$ cat config.mk
export PLATFORM = sky130hd
export DESIGN_NAME = smp_move_profiler
export DESIGN_NICKNAME = d
export VERILOG_FILES = /design/src/core/smp_pkg.sv /design/src/core/smp_step_timer.sv /design/src/core/smp_move_profiler.sv
export SDC_FILE = /design/constraint.sdc
export NUM_CORES = 2
export LEC_CHECK = 0
export BUFFER_PORTS_ARGS = -buffer_cell sky130_fd_sc_hd__buf_2
export CELL_PAD_IN_SITES_DETAIL_PLACEMENT = 0
export CELL_PAD_IN_SITES_GLOBAL_PLACEMENT = 1
export CORE_MARGIN = 2
export CORE_UTILIZATION = 52
export CTS_BUF_LIST = sky130_fd_sc_hd__clkbuf_8
export CTS_CLUSTER_DIAMETER = 30
export CTS_CLUSTER_SIZE = 8
export DETAILED_ROUTE_END_ITERATION = 10
export GPL_ROUTABILITY_DRIVEN = 0
export PLACE_DENSITY_LB_ADDON = 0.12
export SETUP_SLACK_MARGIN = 0.3
export SYNTH_ARGS = -nofsm -noshare
export SYNTH_HDL_FRONTEND = slang
export SYNTH_SLANG_ARGS = --single-unit
$ cat constraint.sdc
create_clock -name core_clk -period 14.9 [get_ports core_clk]
set_input_delay 2.98 -clock core_clk [delete_from_list [all_inputs] [get_ports core_clk]]
set_output_delay 2.98 -clock core_clk [all_outputs]
set_load 0.02 [all_outputs]
$ cat src/core/smp_pkg.sv
// Constants and types shared by the stepper move profiler
package smp_pkg;
    localparam int CLK_HZ = 20_000_000;
    localparam int NS_PER_S = 1_000_000_000;
    localparam int TICK_NS = 1_000_000;
    localparam int TICK_CYC = TICK_NS / (NS_PER_S / CLK_HZ);
    localparam int DEC_SCALE = 2000;
    localparam int SPD_W = 21;
    localparam logic [20:0] START_MIN = 21'h000001;
    localparam logic [20:0] START_MAX = 21'h1E847F;
    localparam logic [12:0] JERK_MAX = 13'h1388;
    localparam logic [12:0] JERK_LIN = 13'h0000;
    localparam logic [12:0] JERK_TRI = 13'h0001;
    localparam logic [15:0] JINC_TRI = 16'h0001;
    localparam logic [23:0] TGT_MAX = 24'h7FFFFF;
    localparam logic [23:0] TGT_BAD = 24'h800000;
    // Register byte offsets
    localparam logic [5:0] A_CTRL = 6'h00;
    localparam logic [5:0] A_TARGET = 6'h04;
    localparam logic [5:0] A_SPEED = 6'h08;
    localparam logic [5:0] A_START = 6'h0C;
    localparam logic [5:0] A_ACCEL = 6'h10;
    localparam logic [5:0] A_DECEL = 6'h14;
    localparam logic [5:0] A_JERK = 6'h18;
    localparam logic [5:0] A_STATUS = 6'h1C;
    localparam logic [5:0] A_POS = 6'h20;
    localparam logic [5:0] A_VNOW = 6'h24;
    // Control bits
    localparam int C_START = 0, C_ISTOP = 1, C_HOLD = 2, C_RESUME = 3;
    localparam int C_CLR = 4, C_JOG = 5, C_TYPE = 8;
    // Status bits
    localparam int S_BUSY = 0, S_HOLD = 1, S_PINV = 2, S_FCW = 3;
    localparam int S_FCCW = 4, S_PERR = 5, S_DECEL = 6, S_DIR = 7;
    // Synchronised pin bits
    localparam int P_STOPJOG = 0, P_CW = 1, P_CCW = 2, P_ESTOP = 3;
    // Move types
    localparam logic [2:0] MV_REL = 3'h0;
    localparam logic [2:0] MV_ABS = 3'h1;
    localparam logic [2:0] MV_JOG = 3'h2;
    localparam logic [2:0] MV_REG = 3'h3;
    localparam logic [2:0] MV_HOME = 3'h4;

    typedef enum logic [1:0] {ST_IDLE, ST_CALC, ST_RUN, ST_HELD} smp_state_t;

    typedef struct packed {
        smp_state_t st;
        logic [3:0] sync1;
        logic [3:0] sync2;
        logic [3:0] pinPrev;
        logic rdValid;
        logic [31:0] rdata;
        logic istop;
        logic jogRun;
        logic [2:0] reqType;
        logic [2:0] mvType;
        logic resume;
        logic [23:0] target;
        logic [20:0] speed;
        logic [20:0] startSpd;
        logic [15:0] accel;
        logic [15:0] decel;
        logic [12:0] jerk;
        logic dir;
        logic inf;
        logic stopping;
        logic holdReq;
        logic decelPh;
        logic [23:0] remain;
        logic [20:0] vNow;
        logic [20:0] rampVel;
        logic [15:0] accNow;
        logic [31:0] tickCnt;
        logic posInvalid;
        logic faultCw;
        logic faultCcw;
        logic profErr;
        logic power;
        logic [31:0] position;
    } smp_reg_t;

    localparam smp_reg_t RST_REG = '0;
endpackage

$ cat src/core/smp_step_timer.sv
// Step rate generator: one step pulse per rate-th of a second
`timescale 1ns/100ps
module smp_step_timer #(
    parameter int RATE_W = 21
) (
    input wire logic core_clk,
    input wire logic resetn,
    input wire logic clkEn,
    input wire logic enable,
    input wire logic [RATE_W-1:0] rate,
    output logic stepPulse
);
    typedef struct packed {
        logic [24:0] acc;
        logic pulse;
    } smp_timer_t;

    localparam logic [24:0] FULL = 25'(smp_pkg::CLK_HZ);

    smp_timer_t r;
    smp_timer_t next_r;
    logic [24:0] sum;

    always_comb begin
        next_r = r;
        next_r.pulse = 1'b0;
        sum = r.acc + 25'(rate);
        if (!enable) begin
            next_r.acc = 25'h0000000;
        end else if (sum >= FULL) begin
            next_r.acc = sum - FULL;
            next_r.pulse = 1'b1;
        end else begin
            next_r.acc = sum;
        end
    end

    always_ff @(posedge core_clk) begin
        if (!resetn) begin
            r <= '0;
        end else if (clkEn) begin
            r <= next_r;
        end
    end

    assign stepPulse = r.pulse;
endmodule

$ cat src/core/smp_move_profiler.sv
// Move profile generator and stop handler with Avalon-MM registers
//
// Decided for this implementation: the Avalon-MM interface to the registers and the register offsets.
`timescale 1ns/100ps
module smp_move_profiler #(
    parameter int TICK_CYC = smp_pkg::TICK_CYC
) (
    input wire logic core_clk,
    input wire logic resetn,
    input wire logic clkEn,
    input wire logic [5:0] address,
    input wire logic read,
    input wire logic write,
    input wire logic [31:0] writedata,
    output logic [31:0] readdata,
    output logic waitrequest,
    input wire logic stopJogIn,
    input wire logic cwLimitIn,
    input wire logic ccwLimitIn,
    input wire logic estopIn,
    output logic stepPulse,
    output logic stepDir,
    output logic motorPower
);
    smp_pkg::smp_reg_t r;
    smp_pkg::smp_reg_t next_r;
    logic [3:0] rise;
    logic tick;
    logic timerPulse;
    logic [41:0] vSq;
    logic [41:0] vsSq;
    logic [63:0] brakeRoom;
    localparam logic [63:0] BRAKE_K = 64'(longint'(smp_pkg::DEC_SCALE)
        * smp_pkg::TICK_CYC / TICK_CYC);
    logic brake;
    logic cmdStart;
    logic cmdHold;
    logic cmdResume;
    logic cmdClr;
    logic istopCmd;
    logic immStop;
    logic limitHit;
    logic exempt;
    logic jogLike;
    logic [15:0] jInc;
    logic [20:0] gap;
    logic [21:0] sumV;
    logic [31:0] tgt32;
    logic [31:0] absDist;
    logic dirCw;
    logic calcDir;
    logic paramOk;
    logic bad;

    // Status word assembly
    function automatic logic [31:0] statusWord(
        input smp_pkg::smp_reg_t s
    );
        logic [31:0] d;
        d = 32'h00000000;
        d[smp_pkg::S_BUSY] = (s.st == smp_pkg::ST_RUN)
            || (s.st == smp_pkg::ST_CALC);
        d[smp_pkg::S_HOLD] = (s.st == smp_pkg::ST_HELD);
        d[smp_pkg::S_PINV] = s.posInvalid;
        d[smp_pkg::S_FCW] = s.faultCw;
        d[smp_pkg::S_FCCW] = s.faultCcw;
        d[smp_pkg::S_PERR] = s.profErr;
        d[smp_pkg::S_DECEL] = s.decelPh | s.stopping;
        d[smp_pkg::S_DIR] = s.dir;
        return d;
    endfunction

    // Read data decode
    function automatic logic [31:0] rdMux(
        input smp_pkg::smp_reg_t s,
        input logic [5:0] a
    );
        logic [31:0] d;
        d = 32'h00000000;
        case (a)
            smp_pkg::A_CTRL: begin
                d[smp_pkg::C_ISTOP] = s.istop;
                d[smp_pkg::C_JOG] = s.jogRun;
                d[smp_pkg::C_TYPE +: 3] = s.reqType;
            end
            smp_pkg::A_TARGET: d[23:0] = s.target;
            smp_pkg::A_SPEED: d[20:0] = s.speed;
            smp_pkg::A_START: d[20:0] = s.startSpd;
            smp_pkg::A_ACCEL: d[15:0] = s.accel;
            smp_pkg::A_DECEL: d[15:0] = s.decel;
            smp_pkg::A_JERK: d[12:0] = s.jerk;
            smp_pkg::A_STATUS: d = statusWord(s);
            smp_pkg::A_POS: d = s.position;
            smp_pkg::A_VNOW: d[20:0] = s.vNow;
            default: d = 32'h00000000;
        endcase
        return d;
    endfunction

    smp_step_timer #(
        .RATE_W(smp_pkg::SPD_W)
    ) u_timer (
        .core_clk(core_clk),
        .resetn(resetn),
        .clkEn(clkEn),
        .enable(r.st == smp_pkg::ST_RUN),
        .rate(r.vNow),
        .stepPulse(timerPulse)
    );

    assign rise = r.sync2 & ~r.pinPrev;
    assign tick = (r.tickCnt == 32'(TICK_CYC - 1));
    assign vSq = 42'(r.vNow) * 42'(r.vNow);
    assign vsSq = 42'(r.startSpd) * 42'(r.startSpd);
    assign brakeRoom = 64'(r.remain) * 64'(r.decel) * BRAKE_K;
    assign brake = brakeRoom <= 64'(vSq - vsSq);
    assign gap = r.speed - r.vNow;
    assign jInc = (r.jerk == smp_pkg::JERK_TRI) ? smp_pkg::JINC_TRI
        : 16'(r.jerk);
    assign tgt32 = {{8{r.target[23]}}, r.target};
    assign absDist = ($signed(tgt32) > $signed(r.position))
        ? tgt32 - r.position : r.position - tgt32;
    assign jogLike = (r.mvType == smp_pkg::MV_JOG)
        || (r.mvType == smp_pkg::MV_REG);
    assign exempt = jogLike || (r.mvType == smp_pkg::MV_HOME);
    assign dirCw = (r.reqType == smp_pkg::MV_ABS)
        ? ($signed(tgt32) > $signed(r.position)) : !r.target[23];
    assign calcDir = r.resume ? r.dir : dirCw;
    assign paramOk = (r.startSpd >= smp_pkg::START_MIN)
        && (r.startSpd <= smp_pkg::START_MAX)
        && (r.speed >= r.startSpd)
        && (r.accel != 16'h0000)
        && (r.decel != 16'h0000)
        && (r.jerk <= smp_pkg::JERK_MAX);
    assign bad = (calcDir ? r.faultCw : r.faultCcw)
        || (!r.resume && (r.reqType == smp_pkg::MV_ABS)
        && (r.posInvalid || (absDist > 32'(smp_pkg::TGT_MAX))))
        || (!r.resume && (r.reqType == smp_pkg::MV_REL)
        && (r.target == smp_pkg::TGT_BAD));

    always_comb begin
        next_r = r;
        cmdStart = 1'b0;
        cmdHold = 1'b0;
        cmdResume = 1'b0;
        cmdClr = 1'b0;
        istopCmd = 1'b0;
        sumV = 22'h000000;
        next_r.rdValid = 1'b0;
        next_r.power = 1'b1;
        next_r.sync1 = {estopIn, ccwLimitIn, cwLimitIn, stopJogIn};
        next_r.sync2 = r.sync1;
        next_r.pinPrev = r.sync2;
        next_r.tickCnt = tick ? 32'h00000000 : r.tickCnt + 32'h00000001;

        // Register reads answer one cycle after the request
        if (read && !r.rdValid) begin
            next_r.rdValid = 1'b1;
            next_r.rdata = rdMux(r, address);
        end

        if (write) begin
            case (address)
                smp_pkg::A_CTRL: begin
                    cmdStart = writedata[smp_pkg::C_START];
                    cmdHold = writedata[smp_pkg::C_HOLD];
                    cmdResume = writedata[smp_pkg::C_RESUME];
                    cmdClr = writedata[smp_pkg::C_CLR];
                    istopCmd = writedata[smp_pkg::C_ISTOP] & ~r.istop;
                    next_r.istop = writedata[smp_pkg::C_ISTOP];
                    next_r.jogRun = writedata[smp_pkg::C_JOG];
                    next_r.reqType = writedata[smp_pkg::C_TYPE +: 3];
                end
                smp_pkg::A_TARGET: next_r.target = writedata[23:0];
                smp_pkg::A_SPEED: next_r.speed = writedata[20:0];
                smp_pkg::A_START: next_r.startSpd = writedata[20:0];
                smp_pkg::A_ACCEL: next_r.accel = writedata[15:0];
                smp_pkg::A_DECEL: next_r.decel = writedata[15:0];
                smp_pkg::A_JERK: next_r.jerk = writedata[12:0];
                smp_pkg::A_POS: begin
                    next_r.position = writedata;
                    next_r.posInvalid = 1'b0;
                end
                default: begin
                end
            endcase
        end

        // Clears first so that a same-cycle fault still sets
        if (cmdClr) begin
            next_r.faultCw = 1'b0;
            next_r.faultCcw = 1'b0;
            next_r.profErr = 1'b0;
        end

        // Position follows every step issued
        if (timerPulse) begin
            next_r.position = r.dir ? r.position + 32'h00000001
                : r.position - 32'h00000001;
        end

        case (r.st)
            smp_pkg::ST_IDLE: begin
                if (cmdStart) begin
                    next_r.st = smp_pkg::ST_CALC;
                    next_r.resume = 1'b0;
                end
            end
            smp_pkg::ST_CALC: begin
                next_r.st = smp_pkg::ST_RUN;
                next_r.vNow = r.startSpd;
                next_r.accNow = 16'h0000;
                next_r.rampVel = 21'h000000;
                next_r.decelPh = 1'b0;
                next_r.stopping = 1'b0;
                next_r.holdReq = 1'b0;
                next_r.tickCnt = 32'h00000000;
                if (!r.resume) begin
                    next_r.mvType = r.reqType;
                    next_r.dir = dirCw;
                    next_r.inf = (r.reqType != smp_pkg::MV_REL)
                        && (r.reqType != smp_pkg::MV_ABS);
                    if (r.reqType == smp_pkg::MV_ABS) begin
                        next_r.remain = absDist[23:0];
                    end else begin
                        next_r.remain = r.target[23] ? 24'h0 - r.target
                            : r.target;
                    end
                end
                if (!paramOk || bad) begin
                    next_r.st = smp_pkg::ST_IDLE;
                    next_r.profErr = 1'b1;
                end else if (!next_r.inf && next_r.remain == 24'h0) begin
                    next_r.st = smp_pkg::ST_IDLE;
                end
            end
            smp_pkg::ST_RUN: begin
                if (timerPulse && !r.inf) begin
                    next_r.remain = r.remain - 24'h000001;
                end
                if (!r.inf && brake) begin
                    next_r.decelPh = 1'b1;
                end
                if (tick) begin
                    if (r.stopping || r.decelPh) begin
                        if ({1'b0, r.vNow} > {1'b0, r.startSpd}
                            + 22'(r.decel)) begin
                            next_r.vNow = r.vNow - 21'(r.decel);
                        end else begin
                            next_r.vNow = r.startSpd;
                        end
                    end else if (r.vNow < r.speed) begin
                        if (r.jerk == smp_pkg::JERK_LIN) begin
                            next_r.accNow = r.accel;
                        end else if (gap <= r.rampVel) begin
                            next_r.accNow = (r.accNow > jInc)
                                ? r.accNow - jInc : jInc;
                        end else if (r.accNow < r.accel) begin
                            next_r.accNow = ({1'b0, r.accNow}
                                + {1'b0, jInc} > {1'b0, r.accel})
                                ? r.accel : r.accNow + jInc;
                            next_r.rampVel = r.rampVel
                                + 21'(next_r.accNow);
                        end
                        sumV = {1'b0, r.vNow} + 22'(next_r.accNow);
                        next_r.vNow = (sumV >= {1'b0, r.speed})
                            ? r.speed : sumV[20:0];
                    end
                end
                if (jogLike && (rise[smp_pkg::P_STOPJOG] || !r.jogRun)) begin
                    next_r.stopping = 1'b1;
                end
                if (cmdHold) begin
                    next_r.stopping = 1'b1;
                    next_r.holdReq = (r.mvType == smp_pkg::MV_REL)
                        || (r.mvType == smp_pkg::MV_ABS);
                end
                if (r.stopping && (r.vNow == r.startSpd)) begin
                    next_r.st = r.holdReq ? smp_pkg::ST_HELD
                        : smp_pkg::ST_IDLE;
                end
                if (!r.inf && timerPulse && (r.remain == 24'h000001)) begin
                    next_r.st = smp_pkg::ST_IDLE;
                end
            end
            smp_pkg::ST_HELD: begin
                if (cmdStart) begin
                    next_r.st = smp_pkg::ST_CALC;
                    next_r.resume = 1'b0;
                end else if (cmdResume) begin
                    next_r.st = smp_pkg::ST_CALC;
                    next_r.resume = 1'b1;
                end
            end
            default: next_r.st = smp_pkg::ST_IDLE;
        endcase

        // Limits met in the travel direction block that direction
        if (r.st == smp_pkg::ST_RUN) begin
            if (rise[smp_pkg::P_CW] && r.dir) begin
                next_r.faultCw = 1'b1;
            end
            if (rise[smp_pkg::P_CCW] && !r.dir) begin
                next_r.faultCcw = 1'b1;
            end
        end
        limitHit = (r.st == smp_pkg::ST_RUN) && !exempt
            && (rise[smp_pkg::P_CW] || rise[smp_pkg::P_CCW]);
        immStop = istopCmd || rise[smp_pkg::P_ESTOP] || limitHit;

        // Immediate stop overrides everything; a held move is dropped too
        if (immStop && (r.st != smp_pkg::ST_IDLE)) begin
            next_r.st = smp_pkg::ST_IDLE;
            next_r.stopping = 1'b0;
            next_r.holdReq = 1'b0;
            if (r.st == smp_pkg::ST_RUN) begin
                next_r.posInvalid = 1'b1;
            end
        end
    end

    always_ff @(posedge core_clk) begin
        if (!resetn) begin
            r <= smp_pkg::RST_REG;
        end else if (clkEn) begin
            r <= next_r;
        end
    end

    assign readdata = r.rdata;
    assign waitrequest = read & ~r.rdValid;
    assign stepPulse = timerPulse;
    assign stepDir = r.dir;
    assign motorPower = r.power;
endmodule

## Word-level counts from Yosys, hierarchy flattened

Index checks and enable logic that the tools add are counted.

| storage, ports and cells | value |
|---|---|
| register bits | 349 |
| word-level logic and storage cells | 290 |

| operators by class | value |
|---|---|
| $add $sub $neg | 18 |
| multipliers | 4 |
| $lt $le $gt $ge | 15 |
| equality and inequality tests | 40 |
| mux-type cells | 90 |
| bitwise operators | 8 |
| reductions and logical operators | 80 |

Operator list:

| kind | number |
|---|---|
| 32-bit 2-to-1 mux | 7 |
| 85-bit case mux with 2 select lines | 1 |
| 16-bit 2-to-1 mux | 8 |
| 24-bit 2-to-1 mux | 5 |
| 58-bit 2-to-1 mux | 2 |
| 21-bit 2-to-1 mux | 5 |
| 21-bit by 21-bit multiplier with 42-bit output | 2 |
| 37-bit 2-to-1 mux | 2 |
| 32-bit by 1-bit adder with 32-bit output (second input constant) | 2 |
| 51-bit by 64-bit <= comparator with 1-bit output | 1 |
| 32-bit subtractor | 2 |
| 3-bit case mux with 9 select lines | 2 |
| 25-bit 2-to-1 mux | 2 |
| 40-bit by 7-bit multiplier with 47-bit output (second input constant) | 1 |
| 21-bit by 16-bit adder with 22-bit output | 2 |
| 42-bit by 42-bit subtractor with 43-bit output | 1 |
| 3-bit AND reduction | 14 |
| 24-bit by 16-bit multiplier with 40-bit output | 1 |
| 33-bit 2-to-1 mux | 1 |
| 32-bit by 15-bit equality test with 1-bit output (second input constant) | 1 |
| 24-bit by 32-bit > comparator with 1-bit output | 1 |
| 32-bit by 23-bit > comparator with 1-bit output (second input constant) | 1 |
| 16-bit nonzero test | 2 |
| 32-bit by 1-bit subtractor with 32-bit output (second input constant) | 1 |
| 73 further kinds | 188 |

## Logic depth before layout (Yosys ltp)

| depth | value |
|---|---|
| word-level depth | 21 |
| depth in mapped cells | 58 |

## By module

From an unflattened synthesis, not the netlist that was laid out.

| unflattened totals | value |
|---|---|
| cell total of the unflattened synthesis | 9274 |
| area, all modules | 77075.2 sq um |

By module, submodules not included:

| module | instances | cells an instance | area each (sq um) | sequential area each (sq um) |
|---|---|---|---|---|
| smp_move_profiler | 1 | 8867 | 74048.5 | 6466.2 |
| smp_step_timer | 1 | 407 | 3026.7 | 520.5 |

## Worst setup path before layout

OpenSTA, ideal clock, no wires.

| timing path | value |
|---|---|
| kind | register to register |
| start point | register r[132] (netlist name) |
| end point | register r[151] (netlist name) |
| library setup time | 0.146 ns |
| arrival | 12.755 ns |
| path slack | 1.999 ns |
| cell stages (with the launch flop) | 54 |
| cells stage by stage | dfxtp_1 > clkbuf_1 > clkbuf_1 > nand2_1 > fa_1 > inv_1 > fa_1 > inv_1 > fa_1 > inv_1 > fa_1 > fa_1 > fa_1 > ha_1 > and4_1 > a21oi_1 > a31o_2 > o31ai_1 > [18 not listed] > o21a_1 > o21ai_0 > nand2b_1 > a21oi_1 > xnor2_1 > ha_1 > nand4_1 > nor2_1 > nand3_1 > or3_1 > inv_1 > nand3_1 > or2_2 > or3_1 > o2111ai_1 > nor3_1 > o211ai_1 > o311ai_1 |

| on the way | value |
|---|---|
| longest elaborated chain between the ends | 6 |

RTL lines:

| item | line | source |
|---|---|---|
| start: declaration | smp_move_profiler.sv:25 | `smp_pkg::smp_reg_t r;` |
| start signal: assignment | smp_move_profiler.sv:324 | `r <= smp_pkg::RST_REG;` |
| start signal: assignment | smp_move_profiler.sv:326 | `r <= next_r;` |
| 24-bit by 16-bit multiplier with 40-bit output | smp_move_profiler.sv:115 | `assign brakeRoom = 64'(r.remain) * 64'(r.decel) * BRAKE_K;` |
| 40-bit by 7-bit multiplier with 47-bit output | smp_move_profiler.sv:115 |  |
| 51-bit by 64-bit <= comparator with 1-bit output | smp_move_profiler.sv:116 | `assign brake = brakeRoom <= 64'(vSq - vsSq);` |
| 1-bit logical AND | smp_move_profiler.sv:241 | `if (!r.inf && brake) begin` |
| 2-bit inequality test (no source line) | -- |  |
| 3-bit AND reduction (no source line) | -- |  |

Every way passes these cells.
A chain may end at the register's enable or synchronous reset.

## Final worst setup path

| timing path | value |
|---|---|
| start point | register r[128] (netlist name) |
| end point | register r[151] (netlist name) |

The elaborated chain is that of the path after synthesis.

==> metrics <==
EDFF count, synth 0; Final Hold Vio Count 0; die height 388.7 um; worst hold-check path type reg -> reg; outcome completed; crit-path most repeated cell fa_1; r2r setup slk 1.08 ns; final net count roughly 11000; placement row count around 140; clk_lat worst skew 0.82 ns; CP max stage delay between 0.5 and 0.6 ns; TNS Setup 0 ns; first-pass GRT wire length 400500 um; # IOs 83; number of global-route vias before repair 65940; clock slew at reported path FFs around 0.05 ns; post-synth top area cell fa_1; CTS tree yes; leakage power 39.42 nW; Overflow after GRT 0; Critical Path RT 15.51 ns; total power 3.066 mW; hold-fix buffers at CTS 0; FF-to-FF Start r[128]; mean routed wirelength per cell 23.60 um; Final Critical Period 13.82 ns; top cell type's share of synthesized area 30.90%; clock tree buffer depth 3; Ys Warns 0; RR Endpoint r[151]; Detailed Route Iter0 Violations 5622; Global Route Usage Sum 34.75%; RSZ-0062 raised after global routing false; FF+latch count, synth 349; Area contributors post-synth fa_1 (31%), ha_1 (14%), dfxtp_1 (9.1%), inv_1 (8.2%), nand2_1 (5.4%); Peak VDD IR 0.0001011 V; Die ar. 0.1511 mm^2; fraction of registers with async set/reset 0%; worst-path maximum fanout 12; port bufs 82; Cells after Synth 9273; Residual DRC 0; Pwr per Cell Area roughly 38 mW/mm^2; Max Clock Freq 72.38 MHz; measured slew at the worst slew-check pin 1.152 ns; Final Setup Violations 0; sink of the worst hold path u_timer.r[13]; via count 65810; synthesis-to-layout area growth 6.087%; slew margin rel. 22.23%; initial antenna violation count 12; Setup CP Type reg -> reg; Worst Setup Start Kind register; CP endpoint kind register; Flop pwr share 30.8%; Seq/Total Area, Yosys under 10%; Worst Skew about 0.07 ns; Mapped Nets 11370; clock sink count between 300 and 400; # fillers 13820; largest net degree at the start of global routing 154; Sw Ratio between 20% and 30%; Slowest-stage cell, CP dfxtp_1; Net Switching 0.9088 mW; final WL 263300 um; max cap viols 0; post-detail-place hpwl 209500 um; fraction of layout cells with a size suffix above 1 5.630%; commonest register cell after synthesis dfxtp_1; synth unique cells a little over 100; Chip Width 388.7 um; Hold Crit Start u_timer.r[13]; Clk pwr share 54.2%; Post-DRT Antenna Nets 0; Internal ~2.2 mW; part of the cycle the worst path needs 92.73%; Hold Path Depth 2; CTS buffer count 98; CTS Root Cell clkbuf_8; core box area 0.1473 mm^2; Starting Density 52.24%; syn_area_per_cell 8.299 um^2; drt first pass iters 7; H-tree depth 3; Vias/cell 5.898; critical path arrival 14.42 ns; Post-CTS Setup Inserts 0; Final Max Tran Viols 0; part of the power in combinational logic 15.0%; Post-CTS Resized 0; synthesized area 0.07696 mm^2; r2r worst-path depth 47
[power groups by stage]
| stage | sequential [mW] | clock, mW | combinational, mW |
|---|---|---|---|
| finish | 0.945 | 1.66 | 0.460 |
| global route | 0.945 | 1.73 | 0.496 |
| CTS | 0.945 | 1.68 | 0.451 |
| detailed placement | 0.964 | 0 | 0.448 |
| global placement | 0.964 | 0 | 0.445 |
| floorplan | 0.961 | 0 | 0.315 |
[state kept, by name (all words and copies together), names as in the netlist]
register,cells
readdata,32
stepDir,1
motorPower,1
next_r,8
u_timer.stepPulse,1
u_timer.r,25
r,281
[layout by cell type, fill, tap and decap left out, drive strengths merged, types with 61 or more instances in the layout]
master	netlist	final
nand3	127	127
xor2	142	142
inv	1675	1691
fa	1188	1188
nor3	118	118
ha	862	862
o21ai	281	281
dfxtp	349	349
and3	69	69
a211oi	78	78
nor2	589	589
mux2i	99	99
buf	101	218
and2	172	172
nand2b	61	61
nand2	1110	1110
a21oi	546	546
xnor2	240	240
nand4	74	74
a21o	169	169
clkbuf	353	117
[per-stage QoR]
stage	setup slack [ns]	hold slack, ns	util [%]	std cells	area (um^2)
after detailed placement	0.6882	0.4438	53.62	10970	78990
after global placement	0.8023	0.4388	53.62	10970	78990
after floorplan	1.999	0.4291	-	9273	76960
after CTS	0.6405	0.4500	55.35	11150	81530
after global routing	0.3211	0.4675	55.41	11150	81630
final	1.084	0.4492	55.42	11160	81640
[worst max-delay path, delay by kind of cell (launching register included)]
family                     cells  cell delay (ns)
xor gates and xnor gates       2             0.51
and+or+nand+nor               14             2.82
buffers and inverters          5             0.63
adders and majority gates     13             6.18
AOI/OAI and AO/OA             13             2.93
DFF                            1             0.58
[synth_stat cells (142+ instances only)]
| library cell | count |
|---|---|
| a21oi_1 | 545 |
| xor2_1 | 142 |
| fa_1 | 1188 |
| inv_1 | 1672 |
| o21ai_0 | 269 |
| and2_1 | 168 |
| nor2_1 | 584 |
| dfxtp_1 | 349 |
| a21o_1 | 168 |
| nand2_1 | 1109 |
| ha_1 | 862 |
| xnor2_1 | 240 |
| clkbuf_1 | 353 |
[worst max-delay path by stage]
stage / cells after the start / start / to
after floorplan: 53 / r[132] / r[151]
after global placement: 46 / r[178] / r[151]
after global routing: 47 / r[128] / r[151]
after detailed placement: 50 / r[178] / r[151]
final: 47 / r[128] / r[151]
after CTS: 50 / r[178] / r[151]
[per-layer routing]
| metal | vias to the layer above | track usage (%) | wire length (um) |
|---|---|---|---|
| met3 | 663 | 7.159 | 24130 |
| li1 | 29840 | - | - |
| met4 | 4 | 15.67 | 13940 |
| met1 | 32430 | 46.27 | 107700 |
| met5 | - | 0 | 27 |
| met2 | 2877 | 54.50 | 117500 |
[layout make-up]
type / count / area, um^2 / share of cell area, %
Antenna cell: 10 / 25.02 / 0.03065
Clock buffer: 117 / 1610 / 1.972
Clock inverter: 64 / 928.4 / 1.137
Inverter: 1683 / 6325 / 7.747
Multi-Input combinational cell: 6787 / 61890 / 75.81
Sequential cell: 349 / 7005 / 8.580
Tap cell: 1930 / 2415 / 2.958
Timing Repair Buffer: 218 / 1444 / 1.768
[cell families after synthesis]
| logic type | Yosys count | synth area share (%) |
|---|---|---|
| buf+inv | 2137 | 10.66 |
| fa+ha+maj | 2051 | 44.93 |
| xor+xnor | 382 | 4.347 |
| flops | 349 | 9.078 |
| mux | 113 | 1.492 |
| compound gates | 1652 | 14.08 |
| simple gates | 2589 | 15.41 |
Power figures use the tool's default switching activity.
